[src/core/pwm_timer_defs.svh]
// Constants for the cascaded PWM timer channel: addresses, field positions, codes, resets.
// Assumes a 24-bit byte address and 16-bit data on the register port.
`ifndef PWM_TIMER_DEFS_SVH
`define PWM_TIMER_DEFS_SVH
`define ADDR_PIN_FUNC   24'hfffbc9
`define ADDR_CNT_CTRL   24'hfffee0
`define ADDR_MODE       24'hfffee1
`define ADDR_IO_CTRL    24'hfffee2
`define ADDR_COUNTER    24'hfffee6
`define ADDR_FIRST_GR   24'hfffee8
`define ADDR_SECOND_GR  24'hfffeea
`define ADDR_START      24'hffffbc
`define PIN_MUX_BIT     6
`define START_BIT       4
`define RST_BYTE        8'h00
`define RST_WORD        16'h0000
`define CLEAR_ON_FIRST  3'h1
`define CLEAR_ON_SECOND 3'h2
`define EDGE_FALL       2'h0
`define EDGE_RISE       2'h1
`define PRESC_INTERNAL  3'h0
`define PRESC_CASCADE   3'h7
`define MODE_PWM1       4'h2
`endif

[src/core/pwm_timer_pkg.sv]
// Types shared by the cascaded PWM timer channel.
// Assumes the constants header is compiled alongside.
`default_nettype none
package pwm_timer_pkg;
  typedef struct packed {
    logic [2:0] clear_sel;
    logic [1:0] edge_sel;
    logic [2:0] presc;
  } counter_ctrl_t;
  typedef struct packed {
    logic [3:0] second;
    logic [3:0] first;
  } io_ctrl_t;
  typedef struct packed {
    logic level;
    logic oe;
  } pin_drive_t;
endpackage
`default_nettype wire

[src/core/cascaded_pwm_timer_channel.sv]
// One 16-bit timer channel in PWM mode 1, countable from the neighbour's overflow.
// Assumes a single-cycle register port and a neighbour overflow level on core_clk.
// Software must configure while the counter is stopped; a select change can fake a capture edge.
//
// Implementation choice: the strobed register port.
`timescale 1ns/10ps
`include "pwm_timer_defs.svh"
`default_nettype none
module cascaded_pwm_timer_channel (
  input  wire logic                      core_clk,
  input  wire logic                      reset,
  input  wire logic [23:0]               addr,
  input  wire logic [15:0]               wdata,
  input  wire logic                      wr_stb,
  input  wire logic                      rd_stb,
  output var  logic [15:0]               rdata,
  input  wire logic                      neighbour_overflow,
  input  wire logic                      primary_port_pin_in,
  input  wire logic                      alternate_port_pin_in,
  output var  pwm_timer_pkg::pin_drive_t pwm_output_pin
);
  import pwm_timer_pkg::*;

  // Compare action: 00 keep, 01 low, 10 high, 11 toggle.
  function automatic logic act(input logic [1:0] a, input logic cur);
    case (a)
      2'h1:    act = 1'b0;
      2'h2:    act = 1'b1;
      2'h3:    act = ~cur;
      default: act = cur;
    endcase
  endfunction

  // A field drives the pin when it is a compare code other than disabled.
  function automatic logic is_cmp(input logic [3:0] f);
    is_cmp = (f[3] == 1'b0) && (f != 4'h0);
  endfunction

  // State registers with their next values, then the combinational decode nets.
  logic [7:0]    pfc_reg, pfc_next;
  counter_ctrl_t ctrl_reg, ctrl_next;
  logic [7:0]    mode_reg, mode_next;
  io_ctrl_t      io_reg, io_next;
  logic          start_reg, start_next;
  logic [15:0]   cnt_reg, cnt_next;
  logic [15:0]   gra_reg, gra_next;
  logic [15:0]   grb_reg, grb_next;
  logic          ovf_prev_reg, ovf_prev_next;
  logic [1:0][2:0] sync_reg, sync_next;
  logic [1:0]    filt_reg, filt_next;
  logic          cap_prev_reg, cap_prev_next;
  pin_drive_t    pin_reg, pin_next;
  logic [15:0]   rdata_reg, rdata_next;
  logic          pin_sel, pwm1, cap_mode, cap_in, cap;
  logic          fall, rise, tick, match_a, match_b, clear_hit;

  // Pin synchronisers; a level counts only once the second and third stages agree.
  always_comb begin
    for (int i = 0; i < 2; i++) begin
      sync_next[i] = {sync_reg[i][1:0], (i == 0) ? primary_port_pin_in : alternate_port_pin_in};
      filt_next[i] = (sync_reg[i][1] == sync_reg[i][2]) ? sync_reg[i][2] : filt_reg[i];
    end
  end

  // Count source, edge choice and compare events.
  always_comb begin
    pin_sel  = pfc_reg[`PIN_MUX_BIT];
    pwm1     = (mode_reg[3:0] == `MODE_PWM1);
    cap_mode = io_reg.second[3];
    cap_in   = pin_sel ? filt_reg[1] : filt_reg[0];
    cap      = cap_mode && cap_in && !cap_prev_reg;
    cap_prev_next = cap_in;
    ovf_prev_next = neighbour_overflow;
    fall = ovf_prev_reg && !neighbour_overflow;
    rise = !ovf_prev_reg && neighbour_overflow;
    // Unlisted prescaler codes leave tick low, so the counter simply stops.
    tick = 1'b0;
    if (start_reg) begin
      if (ctrl_reg.presc == `PRESC_INTERNAL) begin
        tick = 1'b1;
      end else if (ctrl_reg.presc == `PRESC_CASCADE) begin
        case (ctrl_reg.edge_sel)
          `EDGE_FALL: tick = fall;
          `EDGE_RISE: tick = rise;
          default:    tick = fall || rise;
        endcase
      end
    end
    // A capture-mode second register never compares, so it cannot also clear on a match.
    match_a = tick && (cnt_reg == gra_reg);
    match_b = tick && !cap_mode && (cnt_reg == grb_reg);
    clear_hit = ((ctrl_reg.clear_sel == `CLEAR_ON_SECOND) && (match_b || cap))
             || ((ctrl_reg.clear_sel == `CLEAR_ON_FIRST) && match_a);
  end

  // Register writes, counter, capture and read data.
  always_comb begin
    pfc_next   = pfc_reg;
    ctrl_next  = ctrl_reg;
    mode_next  = mode_reg;
    io_next    = io_reg;
    start_next = start_reg;
    gra_next   = gra_reg;
    grb_next   = cap ? cnt_reg : grb_reg;
    cnt_next   = cnt_reg;
    if (clear_hit) begin
      cnt_next = `RST_WORD;
    end else if (tick) begin
      cnt_next = cnt_reg + 16'h0001;
    end
    // A software write wins over counting in the same cycle.
    // 8-bit registers take the low byte, the mode register only its low nibble; their upper bits read back as zero.
    if (wr_stb) begin
      case (addr)
        `ADDR_PIN_FUNC:  pfc_next   = wdata[7:0];
        `ADDR_CNT_CTRL:  ctrl_next  = wdata[7:0];
        `ADDR_MODE:      mode_next  = {4'h0, wdata[3:0]};
        `ADDR_IO_CTRL:   io_next    = wdata[7:0];
        `ADDR_START:     start_next = wdata[`START_BIT];
        `ADDR_COUNTER:   cnt_next   = wdata;
        `ADDR_FIRST_GR:  gra_next   = wdata;
        `ADDR_SECOND_GR: grb_next   = wdata;
        default:         ;
      endcase
    end
    // Read data is zero outside the cycle after a read, so an OR of several slaves stays clean.
    rdata_next = `RST_WORD;
    if (rd_stb) begin
      case (addr)
        `ADDR_PIN_FUNC:  rdata_next = {8'h00, pfc_reg};
        `ADDR_CNT_CTRL:  rdata_next = {8'h00, ctrl_reg};
        `ADDR_MODE:      rdata_next = {8'h00, mode_reg};
        `ADDR_IO_CTRL:   rdata_next = {8'h00, io_reg};
        `ADDR_START:     rdata_next = {11'h000, start_reg, 4'h0};
        `ADDR_COUNTER:   rdata_next = cnt_reg;
        `ADDR_FIRST_GR:  rdata_next = gra_reg;
        `ADDR_SECOND_GR: rdata_next = grb_reg;
        default:         rdata_next = `RST_WORD;
      endcase
    end
  end

  // Output pin. The first compare output, and in PWM mode 1 the second, land on the primary pin whatever the select bit says.
  always_comb begin
    pin_next = pin_reg;
    // A control write sets the initial level and enables the driver for any compare code other than disabled.
    if (wr_stb && (addr == `ADDR_IO_CTRL)) begin
      pin_next.level = wdata[2];
      pin_next.oe    = is_cmp(wdata[3:0]);
    end else begin
      if (match_a) begin
        pin_next.level = act(io_reg.first[1:0], pin_reg.level);
      end
      // In PWM mode 1 the second register shapes the same pin and wins a tie.
      if (pwm1 && match_b) begin
        pin_next.level = act(io_reg.second[1:0], pin_next.level);
      end
    end
  end

  // Pin synchroniser stages and the filtered levels taken from them.
  always_ff @(posedge core_clk or posedge reset) begin
    if (reset) begin
      sync_reg <= 6'h00;
      filt_reg <= 2'h0;
    end else begin
      sync_reg <= sync_next;
      filt_reg <= filt_next;
    end
  end

  // Edge detector history; both start at the idle low level so no false edge follows reset.
  always_ff @(posedge core_clk or posedge reset) begin
    if (reset) begin
      ovf_prev_reg <= 1'b0;
      cap_prev_reg <= 1'b0;
    end else begin
      ovf_prev_reg <= ovf_prev_next;
      cap_prev_reg <= cap_prev_next;
    end
  end

  // Software registers, counter, general registers and read data.
  always_ff @(posedge core_clk or posedge reset) begin
    if (reset) begin
      pfc_reg   <= `RST_BYTE;
      ctrl_reg  <= `RST_BYTE;
      mode_reg  <= `RST_BYTE;
      io_reg    <= `RST_BYTE;
      start_reg <= 1'b0;
      cnt_reg   <= `RST_WORD;
      gra_reg   <= `RST_WORD;
      grb_reg   <= `RST_WORD;
      rdata_reg <= `RST_WORD;
    end else begin
      pfc_reg   <= pfc_next;
      ctrl_reg  <= ctrl_next;
      mode_reg  <= mode_next;
      io_reg    <= io_next;
      start_reg <= start_next;
      cnt_reg   <= cnt_next;
      gra_reg   <= gra_next;
      grb_reg   <= grb_next;
      rdata_reg <= rdata_next;
    end
  end

  // Output pin drive.
  always_ff @(posedge core_clk or posedge reset) begin
    if (reset) begin
      pin_reg <= 2'h0;
    end else begin
      pin_reg <= pin_next;
    end
  end

  // Outputs come straight from their flip-flops.
  assign rdata          = rdata_reg;
  assign pwm_output_pin = pin_reg;
endmodule
`default_nettype wire

[config.mk]
export PLATFORM = sky130hd
export DESIGN_NAME = cascaded_pwm_timer_channel
export DESIGN_NICKNAME = d
export VERILOG_FILES = /design/src/core/pwm_timer_pkg.sv /design/src/core/cascaded_pwm_timer_channel.sv
export VERILOG_INCLUDE_DIRS = /design/src /design/src/core
export SDC_FILE = /design/constraint.sdc
export NUM_CORES = 1
export LEC_CHECK = 0
export ABC_CLOCK_PERIOD_IN_PS = 4300
export CORE_ASPECT_RATIO = 1.75
export CORE_MARGIN = 2
export CORE_UTILIZATION = 58
export DETAILED_ROUTE_END_ITERATION = 10
export DONT_BUFFER_PORTS = 1
export PLACE_DENSITY = 0.76
export SYNTH_ARGS = -nofsm -noshare
export SYNTH_HDL_FRONTEND = slang
export SYNTH_SLANG_ARGS = --single-unit
[constraint.sdc]
create_clock -name core_clk -period 4.3 [get_ports core_clk]
set_input_delay 1.075 -clock core_clk [delete_from_list [all_inputs] [get_ports core_clk]]
set_output_delay 1.075 -clock core_clk [all_outputs]
set_load 0.02 [all_outputs]
==> results.sh, run 1 <==
export IMPL_status="complete, no violations"
export IMPL_synth_area_mm2=0.00544
export IMPL_synthTopCellsByArea="dfrtp_1 48%, mux2_2 11%, xor2_1 5.8%, nand2_1 3.4%, a222oi_1 3.1%"
export IMPL_skew_ps=5.74
export IMPL_syn_inst=493
export IMPL_cts_sinks=105
export IMPL_h_tree_depth=3
export IMPL_setup_viol=0
export IMPL_cts_hold_fix_buffers=0
export IMPL_layout_commonest_cell="dfrtp_1"
export IMPL_synth_seq_cells=105
export IMPL_start_kind="input pin"
export IMPL_syn_num_nets=543
export IMPL_cts_setup_buffers=0
export IMPL_tightestPinTransition_ps=801
export IMPL_cts_repair_resized=0
export IMPL_crit_arrival_ps=3200
export IMPL_wire_per_inst_um=21.7
export IMPL_reg2reg_slack_ps=1770
export IMPL_gp_congestion=0.868
export IMPL_ir_drop_v=0.000223
export IMPL_end_kind="register"
export IMPL_crit_fanout=17
export IMPL_synth_async_reset_ratio_pct=100
export IMPL_ys_flop_type="dfrtp_1"
export IMPL_synth_xor_area_share_pct=7.56
export IMPL_drv_cap=0
export IMPL_drv_slew=0
export IMPL_core_area_mm2=0.00909
export IMPL_place_area_mm2=0.00547
export IMPL_die_area_mm2=0.0102
export IMPL_root_buffer="clkbuf_16"
export IMPL_synth_top_cell_area_share_pct=48.3
export IMPL_fin_util_pct=64.3
export IMPL_wl_um=13000
export IMPL_pin_count=65
export IMPL_cts_tree="done"
export IMPL_criticalPathCategory="input pin to register"
export IMPL_fill_cells=743
export IMPL_total_power_mw=2.05
export IMPL_clock_latency_ps=350
export IMPL_vias=3827
export IMPL_synth_top_family_by_area="multiplexers"
export IMPL_syn_to_final_growth_pct=7.42
export IMPL_synth_distinct_cells=56
export IMPL_synth_compound_area_share_pct=9.91
export IMPL_antenna_found_initial=0
export IMPL_postLayoutCellArea_mm2=0.00585
export IMPL_grt_pass1_wl_um=20800
export IMPL_yosys_mux_area_fraction_pct=14.8
export IMPL_fin_tns_setup_ps=0
export IMPL_dr_pass1_iters=8
export IMPL_fmax_mhz=334
export IMPL_synth_edf_count=0
export IMPL_slew_headroom_pct=46.6
export IMPL_yosysTopAreaCell="dfrtp_1"
export IMPL_route_detailed_drc=0
export IMPL_power_leakage_nw=2.58
export IMPL_fp_row_count=46
export IMPL_synth_adder_area_share_pct=1.06
export IMPL_viasPerCell=6.38
export IMPL_io_buffers=0
export IMPL_drive_gt1_share_pct=20.8
export IMPL_grt_pass1_vias=3982
export IMPL_synth_warnings=0
export IMPL_grt_max_degree=62
export IMPL_worst_ep_required_time_ps=4510
export IMPL_dp_hpwl_um=9270
export IMPL_cts_made_buffers=9
export IMPL_timing_final_crit_share_pct=69.6
export IMPL_instances_no_fill=600
export IMPL_finalHoldViolations=0
export IMPL_grt_usage_pct=26.6
export IMPL_rsz0062_at_grt="no"
export IMPL_dp_cells=584
export IMPL_start_util_pct=59.9
export IMPL_clockBufferDepth=2
export IMPL_die_y_um=132
export IMPL_antenna_left=0
export IMPL_diodes=0
export IMPL_gr_total_overflow=0
export IMPL_powerDensity_mw_per_mm2=350
export IMPL_clkTransAtPathRegs_ps=70
export IMPL_synth_avg_cell_area_um2=11.0
export IMPL_synthSimpleGateAreaFrac_pct=14.3
export IMPL_dieWidth_um=77.2
export IMPL_hold_path_class="register to register"
export IMPL_nNetsFinal=525
export IMPL_fin_crit_ps=2990
export IMPL_mostFrequentLayoutCells="105 x dfrtp_1, 54 x mux2_2, 49 x nand2_1, 36 x xor2_1, 35 x nor2_1"
export IMPL_dr_first_iter_drc_count=312
export IMPL_synth_seq_area_share_pct=48.3
## power by group
part	total, mW	switching [mW]	leakage, nW	internal, mW
Sequential	0.996	0.00256	1.35	0.993
Combinational	0.0343	0.0241	1.05	0.0103
Clock	1.02	0.361	0.186	0.658
## worst paths after layout
check / endpoint / start / depth (start not counted)
min in group asynchronous: gra_reg[0] / reset / 1
worst min-delay path: sync_next[2] / sync_next[1] / 0
max in group asynchronous: pfc_reg[1] / reset / 2
worst min register to register: sync_next[2] / sync_next[1] / 0
worst max-delay path: cnt_reg[2] / addr[22] / 7
worst max register to register: cnt_reg[2] / ovf_prev_reg / 7
## layout make-up
type | count | area [um^2] | area share [%]
Clock buffer | 11 | 253 | 4.32
Clock inverter | 5 | 125 | 2.14
Timing Repair Buffer | 7 | 52.6 | 0.899
Tap cell | 120 | 150 | 2.57
Multi-Input combinational cell | 340 | 2590 | 44.3
Inverter | 12 | 47.5 | 0.813
Sequential cell | 105 | 2630 | 44.9
## layer usage
layer  part of all wire [%]  track usage, %
met1                     38            30.1
met2                     54            47.1
met3                    5.3            4.86
met4                    3.4            14.0
met5                      0               0
## worst max-delay path, cell delays in order
cell and delay (ps):
nand4_1 110, or4_4 570, nor3_4 460, and2_1 200, buf_4 210, a211o_2 380, o21ai_0 180
## cells by family after synthesis
family | count (synthesis)
compound gates | 71
xor+xnor | 47
fa+ha+maj | 5
buf+inv | 48
flops | 105
mux | 73
simple gates | 144
## per-stage QoR
stage | worst slack, ps | hold slack, ps
after floorplan | 464 | 331
after global placement | 1050 | 331
after detailed placement | 961 | 336
after CTS | 1330 | 351
after global routing | 1200 | 356
final | 1310 | 348
## Yosys cell counts, types with 2 or more instances
library cell / number
nor4b_1: 2
nor3_1: 5
nand3_1: 4
nand4_1: 8
mux2_2: 54
and3_1: 6
mux2i_1: 17
ha_1: 3
inv_1: 12
xor2_1: 36
and3b_1: 2
o21ai_0: 9
a222oi_1: 17
nor4_1: 10
nor2_1: 35
buf_2: 7
nor3_4: 2
clkbuf_1: 23
nand2_1: 49
dfrtp_1: 105
buf_6: 4
a21oi_1: 17
maj3_1: 2
a31oi_1: 8
xnor2_1: 11
o21ai_2: 10
and4_1: 4
o31ai_1: 2
nor3b_1: 2
Power figures use the tool's default switching activity.
==> run 2: changes to the inputs <==
- ABC_CLOCK_PERIOD_IN_PS: 4300 -> 2840
- clock period: 4.3 -> 2.84 ns (I/O delays scaled with it)
==> results.sh, run 2 (same netlist as run 1, synthesis figures left out) <==
export IMPL_finalHoldViolations=0
export IMPL_drive_gt1_share_pct=22.0
export IMPL_power_leakage_nw=2.60
export IMPL_crit_arrival_ps=2710
export IMPL_crit_fanout=16
export IMPL_reg2regPathDepth=6
export IMPL_wire_per_inst_um=22.0
export IMPL_rsz0062_at_grt="no"
export IMPL_end_kind="register"
export IMPL_reg2reg_to="cnt_reg[0]"
export IMPL_antenna_found_initial=0
export IMPL_vias=3921
export IMPL_gp_congestion=0.901
export IMPL_min_from="sync_next[1]"
export IMPL_r2r_start="cnt_reg[9]"
export IMPL_antenna_left=0
export IMPL_fill_cells=740
export IMPL_skew_ps=4.85
export IMPL_route_detailed_drc=0
export IMPL_total_power_mw=2.93
export IMPL_gr_total_overflow=0
export IMPL_dp_hpwl_um=9230
export IMPL_layout_commonest_cell="dfrtp_1"
export IMPL_clockBufferDepth=2
export IMPL_powerDensity_mw_per_mm2=498
export IMPL_grt_max_degree=106
export IMPL_criticalPathCategory="register to register"
export IMPL_cts_repair_resized=0
export IMPL_cts_hold_fix_buffers=0
export IMPL_grt_pass1_vias=4134
export IMPL_syn_to_final_growth_pct=7.88
export IMPL_clkTransAtPathRegs_ps=70
export IMPL_start_util_pct=59.9
export IMPL_drv_cap=0
export IMPL_slew_headroom_pct=22.5
export IMPL_timing_final_crit_share_pct=87.9
export IMPL_clock_latency_ps=350
export IMPL_die_area_mm2=0.0102
export IMPL_setup_ws_ps=344
export IMPL_hold_path_class="register to register"
export IMPL_h_tree_depth=3
export IMPL_reg2reg_slack_ps=340
export IMPL_tightestPinTransition_ps=1160
export IMPL_cts_made_buffers=9
export IMPL_cts_sinks=105
export IMPL_crit_start="cnt_reg[9]"
export IMPL_dr_pass1_iters=5
export IMPL_diodes=0
export IMPL_pin_count=65
export IMPL_fin_tns_setup_ps=0
export IMPL_wl_um=13300
export IMPL_fin_crit_ps=2500
export IMPL_hold_depth=0
export IMPL_core_area_mm2=0.00909
export IMPL_start_kind="register"
export IMPL_worst_ep_required_time_ps=3050
export IMPL_fmax_mhz=401
export IMPL_cts_setup_buffers=0
export IMPL_dr_first_iter_drc_count=292
export IMPL_dieWidth_um=77.2
export IMPL_grt_usage_pct=27.2
export IMPL_setup_viol=0
export IMPL_nNetsFinal=533
export IMPL_io_buffers=0
export IMPL_drv_slew=0
export IMPL_die_y_um=132
export IMPL_viasPerCell=6.46
export IMPL_pre_cts_ws_ps=26.0
export IMPL_root_buffer="clkbuf_16"
export IMPL_status="complete, no violations"
export IMPL_grt_pass1_wl_um=21200
export IMPL_cts_tree="done"
export IMPL_fp_row_count=46
export IMPL_mostFrequentLayoutCells="105 x dfrtp_1, 54 x mux2_2, 49 x nand2_1, 36 x xor2_1, 35 x nor2_1"
export IMPL_ir_drop_v=0.000404
export IMPL_hold_path_endpoint="sync_next[2]"
## run 2: cell count changes in the layout (fill, tap and decap cells not counted), sizes merged
cell | previous run | this run
bufinv | 4 | 2
clkinvlp | 0 | 2
inv | 12 | 11
buf | 7 | 15
## run 2: worst max-delay path by stage
stage                       to  slack (ps)  depth (start not counted)
floorplan           cnt_reg[6]         240                         10
global placement      rdata[8]         120                          6
detailed placement    rdata[9]          30                          6
CTS                   rdata[8]         390                          6
global route        cnt_reg[0]         180                          6
finish              cnt_reg[0]         340                          6
## run 2: routing by layer
| metal | up-vias | GRT usage (%) | part of all wire, % |
|---|---|---|---|
| li1 | 1741 | - | - |
| met1 | 1950 | 28.8 | 36 |
| met2 | 182 | 48.5 | 53 |
| met3 | 48 | 6.03 | 6.0 |
| met4 | 0 | 15.9 | 5.2 |
| met5 | - | 0 | 0 |
## run 2: final cells by class
type / instances / area [um^2] / area share (%)
clock inverters: 4 / 76.3 / 1.30
clock buffers: 11 / 253 / 4.30
flip-flops and latches: 105 / 2630 / 44.7
well taps: 120 / 150 / 2.56
multi-input cells: 340 / 2590 / 44.1
inverters: 12 / 48.8 / 0.831
repair buffers: 15 / 125 / 2.13
## run 2: per-stage QoR
stage,area (um^2),instances,util [%],hold WS (ps)
2_1_floorplan,5450,493,-,331
3_3_place_gp,5540,592,61.0,333
3_5_place_dp,5540,592,61.0,340
4_1_cts,5870,607,64.6,356
5_1_grt,5870,607,64.6,357
6_report,5870,607,64.6,354
## run 2: critical path, stage by stage, from the launching register on
cell     delay [ps]
dfrtp_1         500
xor2_1          210
nor4_1          440
nand4_1         280
nor4_1          330
a211o_2         420
o21ai_0         170
## run 2: where the power goes
| part | switching, mW | internal [mW] |
|---|---|---|
| registers | 0.00374 | 1.50 |
| logic | 0.0367 | 0.0167 |
| clock network | 0.549 | 0.817 |
| total | 0.590 | 2.34 |
==> run 3: changes to the inputs <==
- CORE_ASPECT_RATIO: 1.75 -> 2
==> results.sh, run 3 (same netlist as run 1, synthesis figures left out) <==
export IMPL_timing_final_crit_share_pct=95.5
export IMPL_dieWidth_um=72.5
export IMPL_start_util_pct=58.8
export IMPL_powerDensity_mw_per_mm2=478
export IMPL_wire_per_inst_um=23.2
export IMPL_criticalPathCategory="register to register"
export IMPL_cts_repair_resized=0
export IMPL_wl_um=13800
export IMPL_hold_path_class="input pin to async pin"
export IMPL_drv_slew=0
export IMPL_worst_ep_required_time_ps=3050
export IMPL_start_kind="register"
export IMPL_tightestPinTransition_ps=1160
export IMPL_grt_use_met2_pct=49.5
export IMPL_h_tree_depth=3
export IMPL_grt_pass1_vias=4169
export IMPL_dp_hpwl_um=9970
export IMPL_rsz0062_at_grt="no"
export IMPL_met3_usage_pct=6.43
export IMPL_busiest_layer="met2"
export IMPL_crit_end="cnt_reg[3]"
export IMPL_nNetsFinal=535
export IMPL_cts_sinks=105
export IMPL_cts_hold_fix_buffers=0
export IMPL_reg2reg_to="cnt_reg[3]"
export IMPL_gr_total_overflow=0
export IMPL_crit_start="cnt_reg[7]"
export IMPL_clkTransAtPathRegs_ps=80
export IMPL_clock_latency_ps=360
export IMPL_cts_setup_buffers=0
export IMPL_pin_count=65
export IMPL_cts_tree="done"
export IMPL_syn_to_final_growth_pct=7.19
export IMPL_use_met1_pct=29.5
export IMPL_route_detailed_drc=0
export IMPL_fin_tns_setup_ps=0
export IMPL_grt_max_degree=106
export IMPL_root_buffer="clkbuf_16"
export IMPL_fp_row_count=50
export IMPL_reg2regPathDepth=6
export IMPL_setup_viol=0
export IMPL_end_kind="register"
export IMPL_clockBufferDepth=2
export IMPL_reg2reg_slack_ps=130
export IMPL_skew_ps=9.62
export IMPL_io_buffers=0
export IMPL_slew_headroom_pct=22.5
export IMPL_drive_gt1_share_pct=22.4
export IMPL_die_y_um=141
export IMPL_diodes=0
export IMPL_fmax_mhz=369
export IMPL_dr_first_iter_drc_count=253
export IMPL_crit_arrival_ps=2920
export IMPL_antenna_left=0
export IMPL_drv_cap=0
export IMPL_r2r_start="cnt_reg[7]"
export IMPL_antenna_found_initial=0
export IMPL_ir_drop_v=0.000406
export IMPL_viasPerCell=6.66
export IMPL_power_leakage_nw=2.59
export IMPL_status="complete, no violations"
export IMPL_core_area_mm2=0.00926
export IMPL_grt_usage_pct=28.6
export IMPL_die_area_mm2=0.0102
export IMPL_dr_pass1_iters=9
export IMPL_crit_fanout=16
export IMPL_finalHoldViolations=0
export IMPL_grt_pass1_wl_um=21800
export IMPL_fin_crit_ps=2710
export IMPL_vias=3956
export IMPL_gp_congestion=0.932
export IMPL_layout_commonest_cell="dfrtp_1"
export IMPL_mostFrequentLayoutCells="105 x dfrtp_1, 54 x mux2_2, 49 x nand2_1, 36 x xor2_1, 35 x nor2_1"
export IMPL_holdWs_ps=337
export IMPL_cts_made_buffers=9
[run 3: cell count changes in the layout (fill, tap and decap cells not counted), sizes merged]
cell | previous run | this run
inv | 11 | 14
clkinv | 1 | 2
buf | 15 | 17
clkinvlp | 2 | 3
clkbuf | 11 | 9
bufinv | 2 | 0
[run 3: cell type report]
| cell class | instances | area (um^2) |
|---|---|---|
| Sequential cell | 105 | 2630 |
| Fill cell | 752 | 3420 |
| Multi-Input combinational cell | 340 | 2590 |
| Tap cell | 104 | 130 |
| Clock buffer | 9 | 225 |
| Inverter | 12 | 48.8 |
| Clock inverter | 7 | 71.3 |
| Timing Repair Buffer | 17 | 140 |
[run 3: how the worst min path moves through the flow]
stage / start / end / slack (ps) / cells after the start
after floorplan: sync_next[1] / sync_next[2] / 330 / 0
after global placement: sync_next[4] / sync_next[5] / 340 / 0
after detailed placement: sync_next[1] / sync_next[2] / 350 / 0
after CTS: primary_port_pin_in / sync_next[1] / 360 / 0
after global routing: primary_port_pin_in / sync_next[1] / 360 / 0
final: reset / gra_reg[14] / 340 / 2
[run 3: metrics by stage]
stage          area, um^2  power, mW  util [%]  worst slack [ps]  cells
2_1_floorplan        5450       1.58         -               244    493
3_3_place_gp         5540       1.59      59.8              75.6    578
3_5_place_dp         5540       1.59      59.8              61.3    578
4_1_cts              5840       2.82      63.0               230    594
5_1_grt              5840       2.88      63.0              11.2    594
6_report             5840       2.79      63.0               128    594
[run 3: where the power goes]
| part | switching, mW | leakage [nW] | total, mW | internal, mW |
|---|---|---|---|---|
| Combinational | 0.0370 | 1.10 | 0.0537 | 0.0167 |
| Clock | 0.607 | 0.139 | 1.23 | 0.619 |
| Sequential | 0.00410 | 1.35 | 1.51 | 1.50 |
[run 3: critical path, stage by stage (launching register included)]
cell and delay, ps:
dfrtp_1 470, xor2_1 260, nor4_1 600, nand4_1 300, nor4_1 300, a211o_2 450
o21ai_0 190
[run 3: per-layer routing]
metal  share of wire [%]  vias to the layer above  routed length, um
li1                    -                     1752                  -
met1                  33                     1960               4550
met2                  54                      179               7500
met3                 5.4                       65                747
met4                 7.2                        0                998
met5                   0                        -                  0
